$ cat config.mk
export PLATFORM = sky130hd
export DESIGN_NAME = imsc_setup_regs
export DESIGN_NICKNAME = d
export VERILOG_FILES = /design/src/imsc_pkg.sv /design/src/imsc_tick_div.sv /design/src/imsc_setup_regs.sv
export SDC_FILE = /design/constraint.sdc
export NUM_CORES = 1
export LEC_CHECK = 0
export ABC_AREA = 1
export BUFFER_PORTS_ARGS = -buffer_cell sky130_fd_sc_hd__buf_2
export CORE_MARGIN = 5
export CORE_UTILIZATION = 43
export CTS_CLUSTER_DIAMETER = 200
export DETAILED_ROUTE_END_ITERATION = 16
export PLACE_DENSITY = 0.65
export RECOVER_POWER = 25
export SLEW_MARGIN = 20
export SYNTH_ARGS = -nofsm -noshare
export SYNTH_HDL_FRONTEND = slang
export SYNTH_HIERARCHICAL = 1
export SYNTH_SLANG_ARGS = --single-unit
$ cat constraint.sdc
create_clock -name core_clk -period 2.95 [get_ports core_clk]
set_input_delay 0.59 -clock core_clk [delete_from_list [all_inputs] [get_ports core_clk]]
set_output_delay 0.59 -clock core_clk [all_outputs]
set_load 0.05 [all_outputs]
$ cat src/imsc_pkg.sv
/*
 * Constants for the clock set-up and strobe register bank: offsets,
 * field widths and reset values. Assumes 16-bit register indices and
 * 8-bit register data on the serial control port's internal side.
 */
package imsc_pkg;
	localparam int ADDR_W = 16;
	localparam int DATA_W = 8;
	// ----------------------------------------
	// Register offsets
	// ----------------------------------------
	localparam logic [15:0] OFS_VT_PIX_DIV   = 16'h0301;
	localparam logic [15:0] OFS_VT_SYS_DIV   = 16'h0303;
	localparam logic [15:0] OFS_VT_PRE_DIV   = 16'h0304;
	localparam logic [15:0] OFS_OUT_PRE_DIV  = 16'h0305;
	localparam logic [15:0] OFS_VT_MPY_HI    = 16'h0306;
	localparam logic [15:0] OFS_VT_MPY_LO    = 16'h0307;
	localparam logic [15:0] OFS_OUT_PIX_DIV  = 16'h0309;
	localparam logic [15:0] OFS_OUT_SYS_DIV  = 16'h030b;
	localparam logic [15:0] OFS_OUT_MPY_HI   = 16'h030c;
	localparam logic [15:0] OFS_OUT_MPY_LO   = 16'h030d;
	localparam logic [15:0] OFS_STB_TRIG     = 16'h0320;
	localparam logic [15:0] OFS_STB_STATE    = 16'h0321;
	localparam logic [15:0] OFS_STB_TDIV     = 16'h0322;
	localparam logic [15:0] OFS_STB_PIN_EN   = 16'h0324;
	localparam logic [15:0] OFS_STB_MODE     = 16'h032e;
	localparam logic [15:0] OFS_STB_REF      = 16'h032f;
	localparam logic [15:0] OFS_STB_START_HI = 16'h0330;
	localparam logic [15:0] OFS_STB_START_LO = 16'h0331;
	localparam logic [15:0] OFS_STB_LAT_HI   = 16'h0332;
	localparam logic [15:0] OFS_STB_LAT_LO   = 16'h0333;
	localparam logic [15:0] OFS_STB_HIGH_HI  = 16'h0334;
	localparam logic [15:0] OFS_STB_HIGH_LO  = 16'h0335;
	localparam logic [15:0] OFS_STB_LOW_HI   = 16'h0336;
	localparam logic [15:0] OFS_STB_LOW_LO   = 16'h0337;
	localparam logic [15:0] OFS_STB_COUNT    = 16'h0338;
	localparam logic [15:0] OFS_H_EVEN_STEP  = 16'h0381;
	localparam logic [15:0] OFS_V_EVEN_STEP  = 16'h0383;
	// ----------------------------------------
	// Reset values
	// ----------------------------------------
	localparam logic [4:0]  RST_PIX_VT  = 5'h05;
	localparam logic [1:0]  RST_SYS_DIV = 2'h1;
	localparam logic [7:0]  RST_PRE_DIV = 8'h02;
	localparam logic [10:0] RST_MPY     = 11'h075;
	localparam logic [4:0]  RST_PIX_OUT = 5'h0a;
	localparam logic [7:0]  RST_TDIV    = 8'h01;
	localparam logic [15:0] RST_PERIOD  = 16'h0001;
	localparam logic [7:0]  RST_COUNT   = 8'h01;
	localparam logic [2:0]  EVEN_STEP   = 3'h1;
	localparam logic [7:0]  RD_UNMAPPED = 8'h00;
	// ----------------------------------------
	// Strobe modes and sequencer states
	// ----------------------------------------
	localparam logic [1:0] MODE_SHUT_ONE  = 2'h0;
	localparam logic [1:0] MODE_SHUT_CONT = 2'h1;
	localparam logic [1:0] MODE_VCNT_ONE  = 2'h2;
	localparam int PIN_EN_ROLLING = 0;
	typedef enum logic [4:0] {
		ST_IDLE  = 5'b00001,
		ST_ARMED = 5'b00010,
		ST_DELAY = 5'b00100,
		ST_HIGH  = 5'b01000,
		ST_LOW   = 5'b10000
	} imsc_stb_e;
endpackage : imsc_pkg

$ cat src/imsc_tick_div.sv
/*
 * Tick divider: one-cycle enable every divide cycles.
 * Assumes divide is stable while in use; zero acts as one.
 */
`timescale 1ns/1ps
`default_nettype none
module imsc_tick_div #(
	parameter int WIDTH = 8
) (
	// Clock and reset
	input  wire logic             core_clk,
	input  wire logic             rstn,
	// Control
	input  wire logic [WIDTH-1:0] divide,
	// Enable pulse
	output logic                  tick
);
	logic [WIDTH-1:0] cnt_r;

	always_ff @(posedge core_clk or negedge rstn) begin
		if (!rstn) begin
			cnt_r <= '0;
		end else if (cnt_r + WIDTH'(1) >= divide) begin
			cnt_r <= '0;
		end else begin
			cnt_r <= cnt_r + WIDTH'(1);
		end
	end

	// Shrinking divide mid-count ends the period at once
	assign tick = (cnt_r + WIDTH'(1) >= divide);
endmodule : imsc_tick_div
`default_nettype wire

$ cat src/imsc_setup_regs.sv
/*
 * Clock set-up and strobe register bank of the sensor, with the
 * strobe sequencer. Assumes the serial control port decodes into
 * one-cycle byte writes and a combinational byte read, and that
 * frame and exposure events are one-cycle pulses on core_clk.
 */
// How it works
// - 5-bit video pixel divider, writable, resets to 05.
// - 2-bit video system divider, writable, resets to 1.
// - Output pre-divider same choice; resets to 2, applied at vsync.
// - 11-bit video multiplier over two bytes, resets 75, applied at vsync.
// - 5-bit output pixel divider, writable, resets to 0A.
// - 2-bit output system divider, writable, resets to 1.
// - 11-bit output multiplier over two bytes, resets 75, applied at vsync.
// - One writable bit, reset 0, triggers the strobe sequence.
// - Strobe events timed by programmable 8-bit divider, reset 01.
// - Strobe pin driven only when enable bit 0 set; bit 1 reserved.
// - Mode 0 single shutter, 1 continuous shutter, 2 single vertical count.
// - Reference bit picks exposure start (0) or read-out start (1).
// - 16-bit start point over two bytes, reset zero, offsets from reference.
// - 16-bit latency, reset zero, further delays strobe assertion.
// - 16-bit high period, reset 0001, length of each pulse.
// - 16-bit low period, reset 0001, gap between pulses.
// - 8-bit pulse count, reset 01, pulses per sequence.
// - Even step registers are 3-bit read-only, always reading 1.
`timescale 1ns/1ps
`default_nettype none
module imsc_setup_regs
	import imsc_pkg::*;
#(
	parameter int TDIV_W = 8,
	parameter int TIME_W = 16,
	parameter int CNT_W  = 8
) (
	// Clock and reset
	input  wire logic              core_clk,
	input  wire logic              rstn,
	// Register access port
	input  wire logic [ADDR_W-1:0] regAddr,
	input  wire logic              regWrEn,
	input  wire logic [DATA_W-1:0] regWrData,
	output logic      [DATA_W-1:0] regRdData,
	// Frame timing events
	input  wire logic              vsyncPulse,
	input  wire logic              exposureStart,
	input  wire logic              readoutStart,
	input  wire logic              vcntSyncPulse,
	// Video timing clock configuration
	output logic      [4:0]        vtPixelDivider,
	output logic      [1:0]        vtSystemDivider,
	output logic      [7:0]        vtPrepllDivider,
	output logic      [10:0]       vtMultiplier,
	// Output path clock configuration
	output logic      [4:0]        outPixelDivider,
	output logic      [1:0]        outSystemDivider,
	output logic      [7:0]        outPrepllDivider,
	output logic      [10:0]       outMultiplier,
	// Strobe pin
	output logic                   strobePinOut,
	output logic                   strobePinOe
);
	// ----------------------------------------
	// Decode
	// ----------------------------------------
	function automatic logic wrHit(
		input logic [ADDR_W-1:0] ofs
	);
		wrHit = regWrEn && (regAddr == ofs);
	endfunction : wrHit

	// ----------------------------------------
	// Storage
	// ----------------------------------------
	logic [7:0]        vtPreShadow_r;
	logic [7:0]        outPreShadow_r;
	logic [10:0]       vtMpyShadow_r;
	logic [10:0]       outMpyShadow_r;
	logic              trigger_r;
	logic [TDIV_W-1:0] tickDiv_r;
	logic [1:0]        pinEnable_r;
	logic [1:0]        mode_r;
	logic              refSel_r;
	logic [TIME_W-1:0] startPoint_r;
	logic [TIME_W-1:0] latency_r;
	logic [TIME_W-1:0] highTime_r;
	logic [TIME_W-1:0] lowTime_r;
	logic [CNT_W-1:0]  pulseCount_r;
	imsc_stb_e         state_r;
	logic [TIME_W:0]   phaseCnt_r;
	logic [CNT_W-1:0]  pulsesLeft_r;
	logic              strobe_r;
	logic              tick;
	logic              refEvent;
	logic              busy;
	logic              seqDone;
	logic              phaseEnd;

	// ----------------------------------------
	// Immediate dividers
	// ----------------------------------------
	always_ff @(posedge core_clk or negedge rstn) begin
		if (!rstn) begin
			vtPixelDivider <= RST_PIX_VT;
		end else if (wrHit(OFS_VT_PIX_DIV)) begin
			vtPixelDivider <= regWrData[4:0];
		end
	end

	always_ff @(posedge core_clk or negedge rstn) begin
		if (!rstn) begin
			vtSystemDivider <= RST_SYS_DIV;
		end else if (wrHit(OFS_VT_SYS_DIV)) begin
			vtSystemDivider <= regWrData[1:0];
		end
	end

	always_ff @(posedge core_clk or negedge rstn) begin
		if (!rstn) begin
			outPixelDivider <= RST_PIX_OUT;
		end else if (wrHit(OFS_OUT_PIX_DIV)) begin
			outPixelDivider <= regWrData[4:0];
		end
	end

	always_ff @(posedge core_clk or negedge rstn) begin
		if (!rstn) begin
			outSystemDivider <= RST_SYS_DIV;
		end else if (wrHit(OFS_OUT_SYS_DIV)) begin
			outSystemDivider <= regWrData[1:0];
		end
	end

	// ----------------------------------------
	// Frame-timed shadows
	// ----------------------------------------
	// Value range is the host's to respect; any byte is stored
	always_ff @(posedge core_clk or negedge rstn) begin
		if (!rstn) begin
			vtPreShadow_r  <= RST_PRE_DIV;
			outPreShadow_r <= RST_PRE_DIV;
		end else begin
			if (wrHit(OFS_VT_PRE_DIV)) begin
				vtPreShadow_r <= regWrData;
			end
			if (wrHit(OFS_OUT_PRE_DIV)) begin
				outPreShadow_r <= regWrData;
			end
		end
	end

	always_ff @(posedge core_clk or negedge rstn) begin
		if (!rstn) begin
			vtMpyShadow_r  <= RST_MPY;
			outMpyShadow_r <= RST_MPY;
		end else begin
			if (wrHit(OFS_VT_MPY_HI)) begin
				vtMpyShadow_r[10:8] <= regWrData[2:0];
			end
			if (wrHit(OFS_VT_MPY_LO)) begin
				vtMpyShadow_r[7:0] <= regWrData;
			end
			if (wrHit(OFS_OUT_MPY_HI)) begin
				outMpyShadow_r[10:8] <= regWrData[2:0];
			end
			if (wrHit(OFS_OUT_MPY_LO)) begin
				outMpyShadow_r[7:0] <= regWrData;
			end
		end
	end

	// Copying both bytes together keeps a split multiplier write atomic
	always_ff @(posedge core_clk or negedge rstn) begin
		if (!rstn) begin
			vtPrepllDivider  <= RST_PRE_DIV;
			outPrepllDivider <= RST_PRE_DIV;
			vtMultiplier     <= RST_MPY;
			outMultiplier    <= RST_MPY;
		end else if (vsyncPulse) begin
			vtPrepllDivider  <= vtPreShadow_r;
			outPrepllDivider <= outPreShadow_r;
			vtMultiplier     <= vtMpyShadow_r;
			outMultiplier    <= outMpyShadow_r;
		end
	end

	// ----------------------------------------
	// Strobe settings
	// ----------------------------------------
	always_ff @(posedge core_clk or negedge rstn) begin
		if (!rstn) begin
			tickDiv_r   <= RST_TDIV;
			pinEnable_r <= '0;
			mode_r      <= MODE_SHUT_ONE;
			refSel_r    <= 1'b0;
		end else begin
			if (wrHit(OFS_STB_TDIV)) begin
				tickDiv_r <= regWrData;
			end
			if (wrHit(OFS_STB_PIN_EN)) begin
				pinEnable_r <= regWrData[1:0];
			end
			if (wrHit(OFS_STB_MODE)) begin
				mode_r <= regWrData[1:0];
			end
			if (wrHit(OFS_STB_REF)) begin
				refSel_r <= regWrData[0];
			end
		end
	end

	always_ff @(posedge core_clk or negedge rstn) begin
		if (!rstn) begin
			startPoint_r <= '0;
			latency_r    <= '0;
		end else begin
			if (wrHit(OFS_STB_START_HI)) begin
				startPoint_r[15:8] <= regWrData;
			end
			if (wrHit(OFS_STB_START_LO)) begin
				startPoint_r[7:0] <= regWrData;
			end
			if (wrHit(OFS_STB_LAT_HI)) begin
				latency_r[15:8] <= regWrData;
			end
			if (wrHit(OFS_STB_LAT_LO)) begin
				latency_r[7:0] <= regWrData;
			end
		end
	end

	always_ff @(posedge core_clk or negedge rstn) begin
		if (!rstn) begin
			highTime_r   <= RST_PERIOD;
			lowTime_r    <= RST_PERIOD;
			pulseCount_r <= RST_COUNT;
		end else begin
			if (wrHit(OFS_STB_HIGH_HI)) begin
				highTime_r[15:8] <= regWrData;
			end
			if (wrHit(OFS_STB_HIGH_LO)) begin
				highTime_r[7:0] <= regWrData;
			end
			if (wrHit(OFS_STB_LOW_HI)) begin
				lowTime_r[15:8] <= regWrData;
			end
			if (wrHit(OFS_STB_LOW_LO)) begin
				lowTime_r[7:0] <= regWrData;
			end
			if (wrHit(OFS_STB_COUNT)) begin
				pulseCount_r <= regWrData;
			end
		end
	end

	// Single modes clear the trigger on completion; a write wins
	always_ff @(posedge core_clk or negedge rstn) begin
		if (!rstn) begin
			trigger_r <= 1'b0;
		end else if (wrHit(OFS_STB_TRIG)) begin
			trigger_r <= regWrData[0];
		end else if (seqDone && mode_r != MODE_SHUT_CONT) begin
			trigger_r <= 1'b0;
		end
	end

	// ----------------------------------------
	// Strobe sequencer
	// ----------------------------------------
	imsc_tick_div #(
		.WIDTH (TDIV_W)
	) u_tick (
		.core_clk (core_clk),
		.rstn     (rstn),
		.divide   (tickDiv_r),
		.tick     (tick)
	);

	assign refEvent = (mode_r == MODE_VCNT_ONE) ? vcntSyncPulse
		: (refSel_r ? readoutStart : exposureStart);
	// A zero period still lasts one tick
	assign phaseEnd = tick && (phaseCnt_r <= (TIME_W + 1)'(1));
	// A zero pulse count ends the sequence with the delay
	assign seqDone  = phaseEnd && ((state_r == ST_HIGH && pulsesLeft_r <= CNT_W'(1))
		|| (state_r == ST_DELAY && pulsesLeft_r == '0));
	assign busy     = (state_r == ST_DELAY) || (state_r == ST_HIGH)
		|| (state_r == ST_LOW);

	always_ff @(posedge core_clk or negedge rstn) begin
		if (!rstn) begin
			state_r      <= ST_IDLE;
			phaseCnt_r   <= '0;
			pulsesLeft_r <= '0;
		end else begin
			case (state_r)
				ST_IDLE: begin
					if (trigger_r) begin
						state_r <= ST_ARMED;
					end
				end
				ST_ARMED: begin
					if (!trigger_r) begin
						state_r <= ST_IDLE;
					end else if (refEvent) begin
						state_r      <= ST_DELAY;
						phaseCnt_r   <= startPoint_r + latency_r;
						pulsesLeft_r <= pulseCount_r;
					end
				end
				ST_DELAY: begin
					if (phaseEnd) begin
						if (pulsesLeft_r == '0) begin
							state_r <= ST_IDLE;
						end else begin
							state_r    <= ST_HIGH;
							phaseCnt_r <= {1'b0, highTime_r};
						end
					end else if (tick) begin
						phaseCnt_r <= phaseCnt_r - (TIME_W + 1)'(1);
					end
				end
				ST_HIGH: begin
					if (seqDone) begin
						// Continuous mode rearms for the next reference
						state_r <= (mode_r == MODE_SHUT_CONT && trigger_r)
							? ST_ARMED : ST_IDLE;
					end else if (phaseEnd) begin
						state_r      <= ST_LOW;
						phaseCnt_r   <= {1'b0, lowTime_r};
						pulsesLeft_r <= pulsesLeft_r - CNT_W'(1);
					end else if (tick) begin
						phaseCnt_r <= phaseCnt_r - (TIME_W + 1)'(1);
					end
				end
				ST_LOW: begin
					if (phaseEnd) begin
						state_r    <= ST_HIGH;
						phaseCnt_r <= {1'b0, highTime_r};
					end else if (tick) begin
						phaseCnt_r <= phaseCnt_r - (TIME_W + 1)'(1);
					end
				end
				default: begin
					state_r <= ST_IDLE;
				end
			endcase
		end
	end

	// Registered so the pin never glitches on a state change
	always_ff @(posedge core_clk or negedge rstn) begin
		if (!rstn) begin
			strobe_r <= 1'b0;
		end else begin
			strobe_r <= (state_r == ST_HIGH);
		end
	end

	assign strobePinOe  = pinEnable_r[PIN_EN_ROLLING];
	assign strobePinOut = strobe_r && pinEnable_r[PIN_EN_ROLLING];

	// ----------------------------------------
	// Read back
	// ----------------------------------------
	always_comb begin
		case (regAddr)
			OFS_VT_PIX_DIV:   regRdData = {3'h0, vtPixelDivider};
			OFS_VT_SYS_DIV:   regRdData = {6'h00, vtSystemDivider};
			OFS_VT_PRE_DIV:   regRdData = vtPreShadow_r;
			OFS_OUT_PRE_DIV:  regRdData = outPreShadow_r;
			OFS_VT_MPY_HI:    regRdData = {5'h00, vtMpyShadow_r[10:8]};
			OFS_VT_MPY_LO:    regRdData = vtMpyShadow_r[7:0];
			OFS_OUT_PIX_DIV:  regRdData = {3'h0, outPixelDivider};
			OFS_OUT_SYS_DIV:  regRdData = {6'h00, outSystemDivider};
			OFS_OUT_MPY_HI:   regRdData = {5'h00, outMpyShadow_r[10:8]};
			OFS_OUT_MPY_LO:   regRdData = outMpyShadow_r[7:0];
			OFS_STB_TRIG:     regRdData = {7'h00, trigger_r};
			OFS_STB_STATE:    regRdData = {7'h00, busy};
			OFS_STB_TDIV:     regRdData = tickDiv_r;
			OFS_STB_PIN_EN:   regRdData = {6'h00, pinEnable_r};
			OFS_STB_MODE:     regRdData = {6'h00, mode_r};
			OFS_STB_REF:      regRdData = {7'h00, refSel_r};
			OFS_STB_START_HI: regRdData = startPoint_r[15:8];
			OFS_STB_START_LO: regRdData = startPoint_r[7:0];
			OFS_STB_LAT_HI:   regRdData = latency_r[15:8];
			OFS_STB_LAT_LO:   regRdData = latency_r[7:0];
			OFS_STB_HIGH_HI:  regRdData = highTime_r[15:8];
			OFS_STB_HIGH_LO:  regRdData = highTime_r[7:0];
			OFS_STB_LOW_HI:   regRdData = lowTime_r[15:8];
			OFS_STB_LOW_LO:   regRdData = lowTime_r[7:0];
			OFS_STB_COUNT:    regRdData = pulseCount_r;
			OFS_H_EVEN_STEP:  regRdData = {5'h00, EVEN_STEP};
			OFS_V_EVEN_STEP:  regRdData = {5'h00, EVEN_STEP};
			default:          regRdData = RD_UNMAPPED;
		endcase
	end
endmodule : imsc_setup_regs
`default_nettype wire

==> reports/summary.txt, run 1 <==
Post-DP HPWL: 26,700 um
Worst-Margin Slew: 2040 ps
Failing checks: max-capacitance violations, max-slew violations
Kind of end point of the critical path: flip-flop
RSZ-0062 raised after global routing: true
Most frequent cells in the layout: 526 x nand2_1, 180 x dfrtp_1, 112 x o21ai_0, 108 x nor2_1, 94 x inv_1
Syn Inst Count: 1,535
Status: finished with violations
Initial antenna violation count: 0
Startpoint Class: flip-flop
GRT Residual Overflow: 0
Final WL: 37,500 um
Detailed Route Iter0 Violations: 965
Pwr Total: 6.95 mW
Lkg Pwr: 7.43 nW
Storage element area: 0.00542 sq mm
Post-synth EDFFs: 0
Synth-to-layout area growth: 20.0%
Total track usage: 0.233
# diodes: 0
Min Tclk post-route: 2940 ps
Boundary pin count: 93
Post-synthesis register bit count: 215
Area of the die: 0.0316 sq mm
Max-cap violations: 1
Number of H-tree levels: 1
WP data required: 3390 ps
Clock root buffer: clkbuf_16
Initial core utilization: 0.436
Final setup fails: 0
Reg2Reg Setup Slack: 10 ps
Critical path arrival: 3380 ps
1st-pass router iterations: 6
Routed Antenna Nets: 0
Mapped Area: 0.0121 sq mm
Vias post-DR: 10,900
Final slew viol count: 79
Clock skew: 9.84 ps
Most common cell after layout, fill and taps aside: nand2_1
Final GP Congestion: 0.963
Number of global-route vias before repair: 10,400
Die Y: 178 um
Syn_area_per_cell: 7.89 sq um
Row count: 61
Core area: 0.0278 sq mm
CTS tree: yes
Layout cells sized above 1: 0.244
Pwr/cell area: 478 mW/mm^2
Max Buffers Root-to-Sink: 3
Most used DFF post-synth: dfrtp_1
Port Buffers: 92
Core Util, Final: 0.524
Clock slew at reported path FFs: 60 ps
Fin nets: 1,732
Die width: 178 um
CTS sink cnt: 215
Multi-input logic area: 0.00638 sq mm
Largest net degree at the start of global routing: 79
Routed len/inst: 18.1 um
TritonCTS Buffers: 25
Mapped Nets: 1,596
VDD IR max: 0.369 mV
Final Hold Viols: 0
Asr flop ratio synth: 1.00
Critical path peak fanout: 8
Clock Latency Late Sink: 540 ps
Setup TNS: 0 ps
First-pass GRT wire length: 58,000 um
Count of different cell masters after synthesis: 53
Final period util: 0.996
Yosys warning count: 6
DRC viols: 0
Register area share after synthesis: 0.448
Via density: 5.27
Fillers: 2,634
Hold crit path type: reg -> reg
Max transition margin: -0.358
Critical path type: reg -> reg
Highest clock rate: 0.340 GHz
-- critical path, stage by stage (launching register included) --
cell,delay [ps]
dfrtp_1,380
ha_2,200
nand2_2,60
nor2_2,140
nand2_1,80
xor2_1,170
inv_1,100
ha_4,260
nand2_2,50
o21a_1,180
nand2_2,130
inv_4,70
nor2_4,90
and3_4,220
nand2_8,90
buf_8,160
o21ai_0,130
nand2_1,100
nand2_1,70
nand2_1,50
nand2_1,50
nand2_1,40
-- where the power goes --
group | switching [mW] | internal [mW]
Sequential | 0.0286 | 2.99
Clock | 1.29 | 1.81
Combinational | 0.542 | 0.289
Total | 1.86 | 5.09
-- worst paths after layout --
path,start,cells after the start,to
min reg2reg,vtPreShadow_r[1],2,vtPreShadow_r[1]
min,vtPreShadow_r[1],2,vtPreShadow_r[1]
max reg2reg,u_tick/cnt_r[0],21,phaseCnt_r[14]
max in group asynchronous,rstn,2,outMultiplier[1]
max,u_tick/cnt_r[0],21,phaseCnt_r[14]
min in group asynchronous,rstn,1,pulsesLeft_r[7]
-- through the flow --
step,std cells,worst slack (ps),hold WS (ps),cell area [sq um]
3_3_place_gp,2005,-35.8,466,13200
2_1_floorplan,1535,29.5,294,12100
6_report,2068,11.4,486,14500
5_1_grt,2068,-203,505,14500
3_5_place_dp,2005,-110,475,13200
4_1_cts,2053,4.32,46.9,14100
-- timing repair --
item	CTS	global route
pin swaps	1	39
hold buffers	0	0
buffers inserted	2	12
gates resized for setup	5	110
setup endpoints to repair	20	39
cloned	0	3
-- kinds of logic after synthesis --
family,count (synthesis),share of synthesized area
multiplexers,35,0.0324
adder cells (fa/ha/maj),30,0.0316
AND/OR/NAND/NOR,856,0.315
flip-flops,215,0.448
XOR/XNOR,20,0.0151
AO/OA/AOI/OAI,231,0.108
buffers and inverters,148,0.0504
-- sequential cells by signal, summed over array words and instances, names as in the netlist, 11 cells and up --
name,cells
vtMultiplier,11
outMpyShadow_r,11
startPoint_r,16
phaseCnt_r,17
outMultiplier,11
latency_r,16
lowTime_r,16
highTime_r,16
vtMpyShadow_r,11
-- layer usage --
| metal | global-route usage | routed length (um) | share of wire | up-vias |
|---|---|---|---|---|
| met2 | 0.371 | 17500 | 0.47 | 370 |
| met5 | 0 | 0 | 0 | - |
| met4 | 0.0819 | 1510 | 0.040 | 0 |
| li1 | - | - | - | 5289 |
| met3 | 0.0332 | 2030 | 0.054 | 76 |
| met1 | 0.325 | 16400 | 0.44 | 5165 |
-- cells in the mapped netlist (2+ instances only) --
cell	n	area, sq um
dfstp_2	35	920
nor2_4	16	180
o21a_1	2	15.0
nand3b_1	8	60.1
buf_4	3	22.5
nand3_1	69	345
o21bai_1	3	22.5
and2_1	2	12.5
nand2_4	4	45.0
a21o_1	3	22.5
nand2_1	553	2080
nor2_1	113	424
buf_2	9	45.0
nor2_8	3	60.1
o211ai_1	7	52.6
dfrtp_1	180	4500
nand2_2	19	119
a21oi_1	23	115
inv_2	8	30.0
o21ai_1	38	190
nand3_2	3	30.0
nor3_1	9	45.0
clkbuf_1	26	97.6
xor2_1	11	96.3
mux2_2	34	383
buf_6	4	45.0
a22oi_1	11	82.6
xnor2_1	8	70.1
ha_1	29	363
or2_2	8	50.1
inv_1	96	360
o21ai_2	15	131
nor3_4	3	48.8
nand4_1	26	163
o21ai_0	126	631
nor2_2	11	68.8
-- final cells by class --
| cell class | instances | share of cell area |
|---|---|---|
| Multi-Input combinational cell | 1174 | 0.439 |
| Timing Repair Buffer | 150 | 0.0713 |
| Tap cell | 378 | 0.0325 |
| Clock inverter | 9 | 0.00645 |
| Sequential cell | 215 | 0.373 |
| Inverter | 105 | 0.0278 |
| Clock buffer | 37 | 0.0502 |
No activity file was read; power rests on OpenSTA's default activity.
==> run 2, diff against run 1 <==
ABC_AREA = default   (was 1)
CTS_CLUSTER_DIAMETER = 120   (was 200)
==> reports/summary.txt, run 2 <==
Status: finished with violations (unchanged)
Failing checks: max-capacitance violations, max-slew violations, negative setup slack (was max-capacitance violations, max-slew violations)
Final slew viol count: 77 (was 79)
Die Y: 175 um (was 178 um)
Routed Antenna Nets: 0 (unchanged)
Top reg by flops: phaseCnt_r (unchanged)
Final GP Congestion: 0.956 (was 0.963)
R2R Path End: phaseCnt_r[14] (unchanged)
Worst R2R Start: u_tick/cnt_r[0] (unchanged)
CTS sink cnt: 215 (unchanged)
Core Util, Final: 0.553 (was 0.524)
Most frequent cells in the layout: 178 x dfrtp_1, 169 x mux2_2, 137 x buf_4, 79 x buf_2, 62 x nand2_1 (was 526 x nand2_1, 180 x dfrtp_1, 112 x o21ai_0, 108 x nor2_1, 94 x inv_1)
Startpoint Class: flip-flop (unchanged)
Final WS setup: -369 ps (was 11.4 ps)
Clock root buffer: clkbuf_16 (unchanged)
RSZ-0062 raised after global routing: true (unchanged)
Count of different cell masters after synthesis: 84 (was 53)
Largest register FFs: 17 (unchanged)
Layout cells sized above 1: 0.441 (was 0.244)
DRC viols: 0 (unchanged)
Fin nets: 1,345 (was 1,732)
1st-pass router iterations: 5 (was 6)
Hold WS: 503 ps (was 486 ps)
Placed cell area: 0.0134 sq mm (was 0.0132 sq mm)
Asr flop ratio synth: 1.00 (unchanged)
Share of the synthesized area in the top cell type: 0.387 (was 0.372)
R2R cell count: 15 (was 21)
Max Buffers Root-to-Sink: 3 (unchanged)
GRT Residual Overflow: 0 (unchanged)
Number of H-tree levels: 1 (unchanged)
Via density: 5.87 (was 5.27)
Row count: 60 (was 61)
Hold path endpoint: highTime_r[0] (was vtPreShadow_r[1])
Clock skew: 11.5 ps (was 9.84 ps)
TritonCTS Buffers: 25 (unchanged)
Reg2Reg Setup Slack: -370 ps (was 10 ps)
Pwr/cell area: 453 mW/mm^2 (was 478 mW/mm^2)
Yosys top cell by area: dfrtp_1 (unchanged)
WP data required: 3330 ps (was 3390 ps)
Critical path arrival: 3700 ps (was 3380 ps)
Max transition margin: -0.321 (was -0.358)
Port Buffers: 92 (unchanged)
Final WL: 36,200 um (was 37,500 um)
Register area share after synthesis: 0.466 (was 0.448)
Detailed Route Iter0 Violations: 936 (was 965)
Clock Latency Late Sink: 520 ps (was 540 ps)
Critical path peak fanout: 5 (was 8)
Synth-to-layout area growth: 27.3% (was 20.0%)
Post-synth top cells: 180 x dfrtp_1, 169 x mux2_2, 67 x nand2_1, 66 x nor2_1, 64 x o21ai_0 (was 553 x nand2_1, 180 x dfrtp_1, 126 x o21ai_0, 113 x nor2_1, 96 x inv_1)
Post-DP HPWL: 26,700 um (about the same)
Final Hold Viols: 0 (unchanged)
Mapped Area: 0.0116 sq mm (was 0.0121 sq mm)
Lkg Pwr: 6.96 nW (was 7.43 nW)
Area of the die: 0.0305 sq mm (was 0.0316 sq mm)
CTS tree: yes (unchanged)
Hold-fix buffers, CTS: 0 (unchanged)
Core area: 0.0268 sq mm (was 0.0278 sq mm)
VDD IR max: 0.460 mV (was 0.369 mV)
Fillers: 2,247 (was 2,634)
Kind of end point of the critical path: flip-flop (unchanged)
Number of global-route vias before repair: 9,858 (was 10,400)
Vias post-DR: 9,644 (was 10,900)
Most numerous cell in the Yosys netlist: dfrtp_1 (was nand2_1)
Die width: 175 um (was 178 um)
# diodes: 0 (unchanged)
Most used DFF post-synth: dfrtp_1 (unchanged)
Hold Startpoint: highTime_r[0] (was vtPreShadow_r[1])
Total track usage: 0.231 (was 0.233)
Final instance area: 0.0148 sq mm (was 0.0145 sq mm)
Yosys warning count: 6 (unchanged)
Worst Setup Slack post-DPL: -239 ps (was -110 ps)
Hold path depth: 2 (unchanged)
Mapped Nets: 1,137 (was 1,596)
Most common cell after layout, fill and taps aside: dfrtp_1 (was nand2_1)
Dominant cells by area after synthesis: dfrtp_1 39%, mux2_2 16%, dfstp_2 7.9% (was dfrtp_1 37%, nand2_1 17%, dfstp_2 7.6%)
Critical path type: reg -> reg (unchanged)
Final period util: 1.13 (was 0.996)
Hold crit path type: reg -> reg (unchanged)
Worst-Margin Slew: 1980 ps (was 2040 ps)
Syn_area_per_cell: 10.8 sq um (was 7.89 sq um)
Routed len/inst: 22.0 um (was 18.1 um)
Initial antenna violation count: 1 (was 0)
Clock slew at reported path FFs: 60 ps (about the same)
Boundary pin count: 93 (unchanged)
Highest clock rate: 0.301 GHz (was 0.340 GHz)
Post-synthesis register bit count: 215 (unchanged)
Largest net degree at the start of global routing: 77 (was 79)
Post-synth EDFFs: 0 (unchanged)
Max-cap violations: 1 (unchanged)
Final setup fails: 28 (was 0)
First-pass GRT wire length: 56,400 um (was 58,000 um)
Initial core utilization: 0.435 (was 0.436)
Syn Inst Count: 1,076 (was 1,535)
Min Tclk post-route: 3320 ps (was 2940 ps)
run 2: repair_timing:
item                       4_1_cts  5_1_grt
setup endpoints to repair       35       38
pin swaps                       30       29
cloned                           1        0
setup buffers                   13        7
resized for setup               64       44
run 2: worst max-delay path by stage:
stage,slack (ps),start,cells after the start,endpoint
2_1_floorplan,-230,u_tick/cnt_r[0],15,phaseCnt_r[14]
3_3_place_gp,-180,regAddr[12],9,regRdData[7]
3_5_place_dp,-240,regAddr[12],9,regRdData[2]
4_1_cts,-210,u_tick/cnt_r[0],15,phaseCnt_r[14]
5_1_grt,-490,u_tick/cnt_r[0],15,phaseCnt_r[14]
6_report,-370,u_tick/cnt_r[0],15,phaseCnt_r[14]
run 2: stage by stage:
stage               power, mW  cells  TNS, ps
global route             6.92   1644    -9350
detailed placement       3.36   1578    -5060
global placement         3.35   1578    -2640
finish                   6.71   1644    -4090
CTS                      6.75   1637    -1330
floorplan                3.16   1076     -502
run 2: metal layers:
| layer | GRT usage | routed length, um | vias up |
|---|---|---|---|
| li1 | - | - | 4432 |
| met1 | 0.316 | 15600 | 4769 |
| met2 | 0.373 | 17100 | 358 |
| met3 | 0.0359 | 2160 | 83 |
| met4 | 0.0894 | 1350 | 2 |
| met5 | 0 | 11 | - |
run 2: area by class of cell:
class	count	area, sq um	share of cell area
inverter	23	86.3	0.00582
timing repair buffer	242	1720	0.116
clock buffer	35	713	0.0481
clock inverter	11	190	0.0128
tap	341	427	0.0288
multi-input combinational	777	6260	0.422
sequential	215	5430	0.366
run 2: kinds of logic after synthesis:
group | count (synthesis) | share of synthesized area
multiplexers | 184 | 0.178
adder cells (fa/ha/maj) | 30 | 0.0329
AO/OA/AOI/OAI | 242 | 0.143
flip-flops | 215 | 0.466
AND/OR/NAND/NOR | 298 | 0.134
buffers and inverters | 84 | 0.0292
XOR/XNOR | 23 | 0.0173
run 2: critical path, stage by stage (launching register included):
cell and delay (ps):
dfrtp_1 400, ha_2 180, nand2_1 80, nor2_2 40, xnor2_1 120, ha_1 310, and3_4 180, o211ai_1 130
o21ai_4 240, and2_4 180, or3b_4 390, nor3_4 210, xnor2_2 160, o22ai_2 130, a311oi_2 280, a41oi_1 130
run 2: report_power, final:
group | total, mW | internal [mW] | switching, mW
combinational | 0.357 | 0.127 | 0.230
clock | 3.38 | 2.12 | 1.26
sequential | 2.97 | 2.96 | 0.00984
total | 6.71 | 5.21 | 1.50
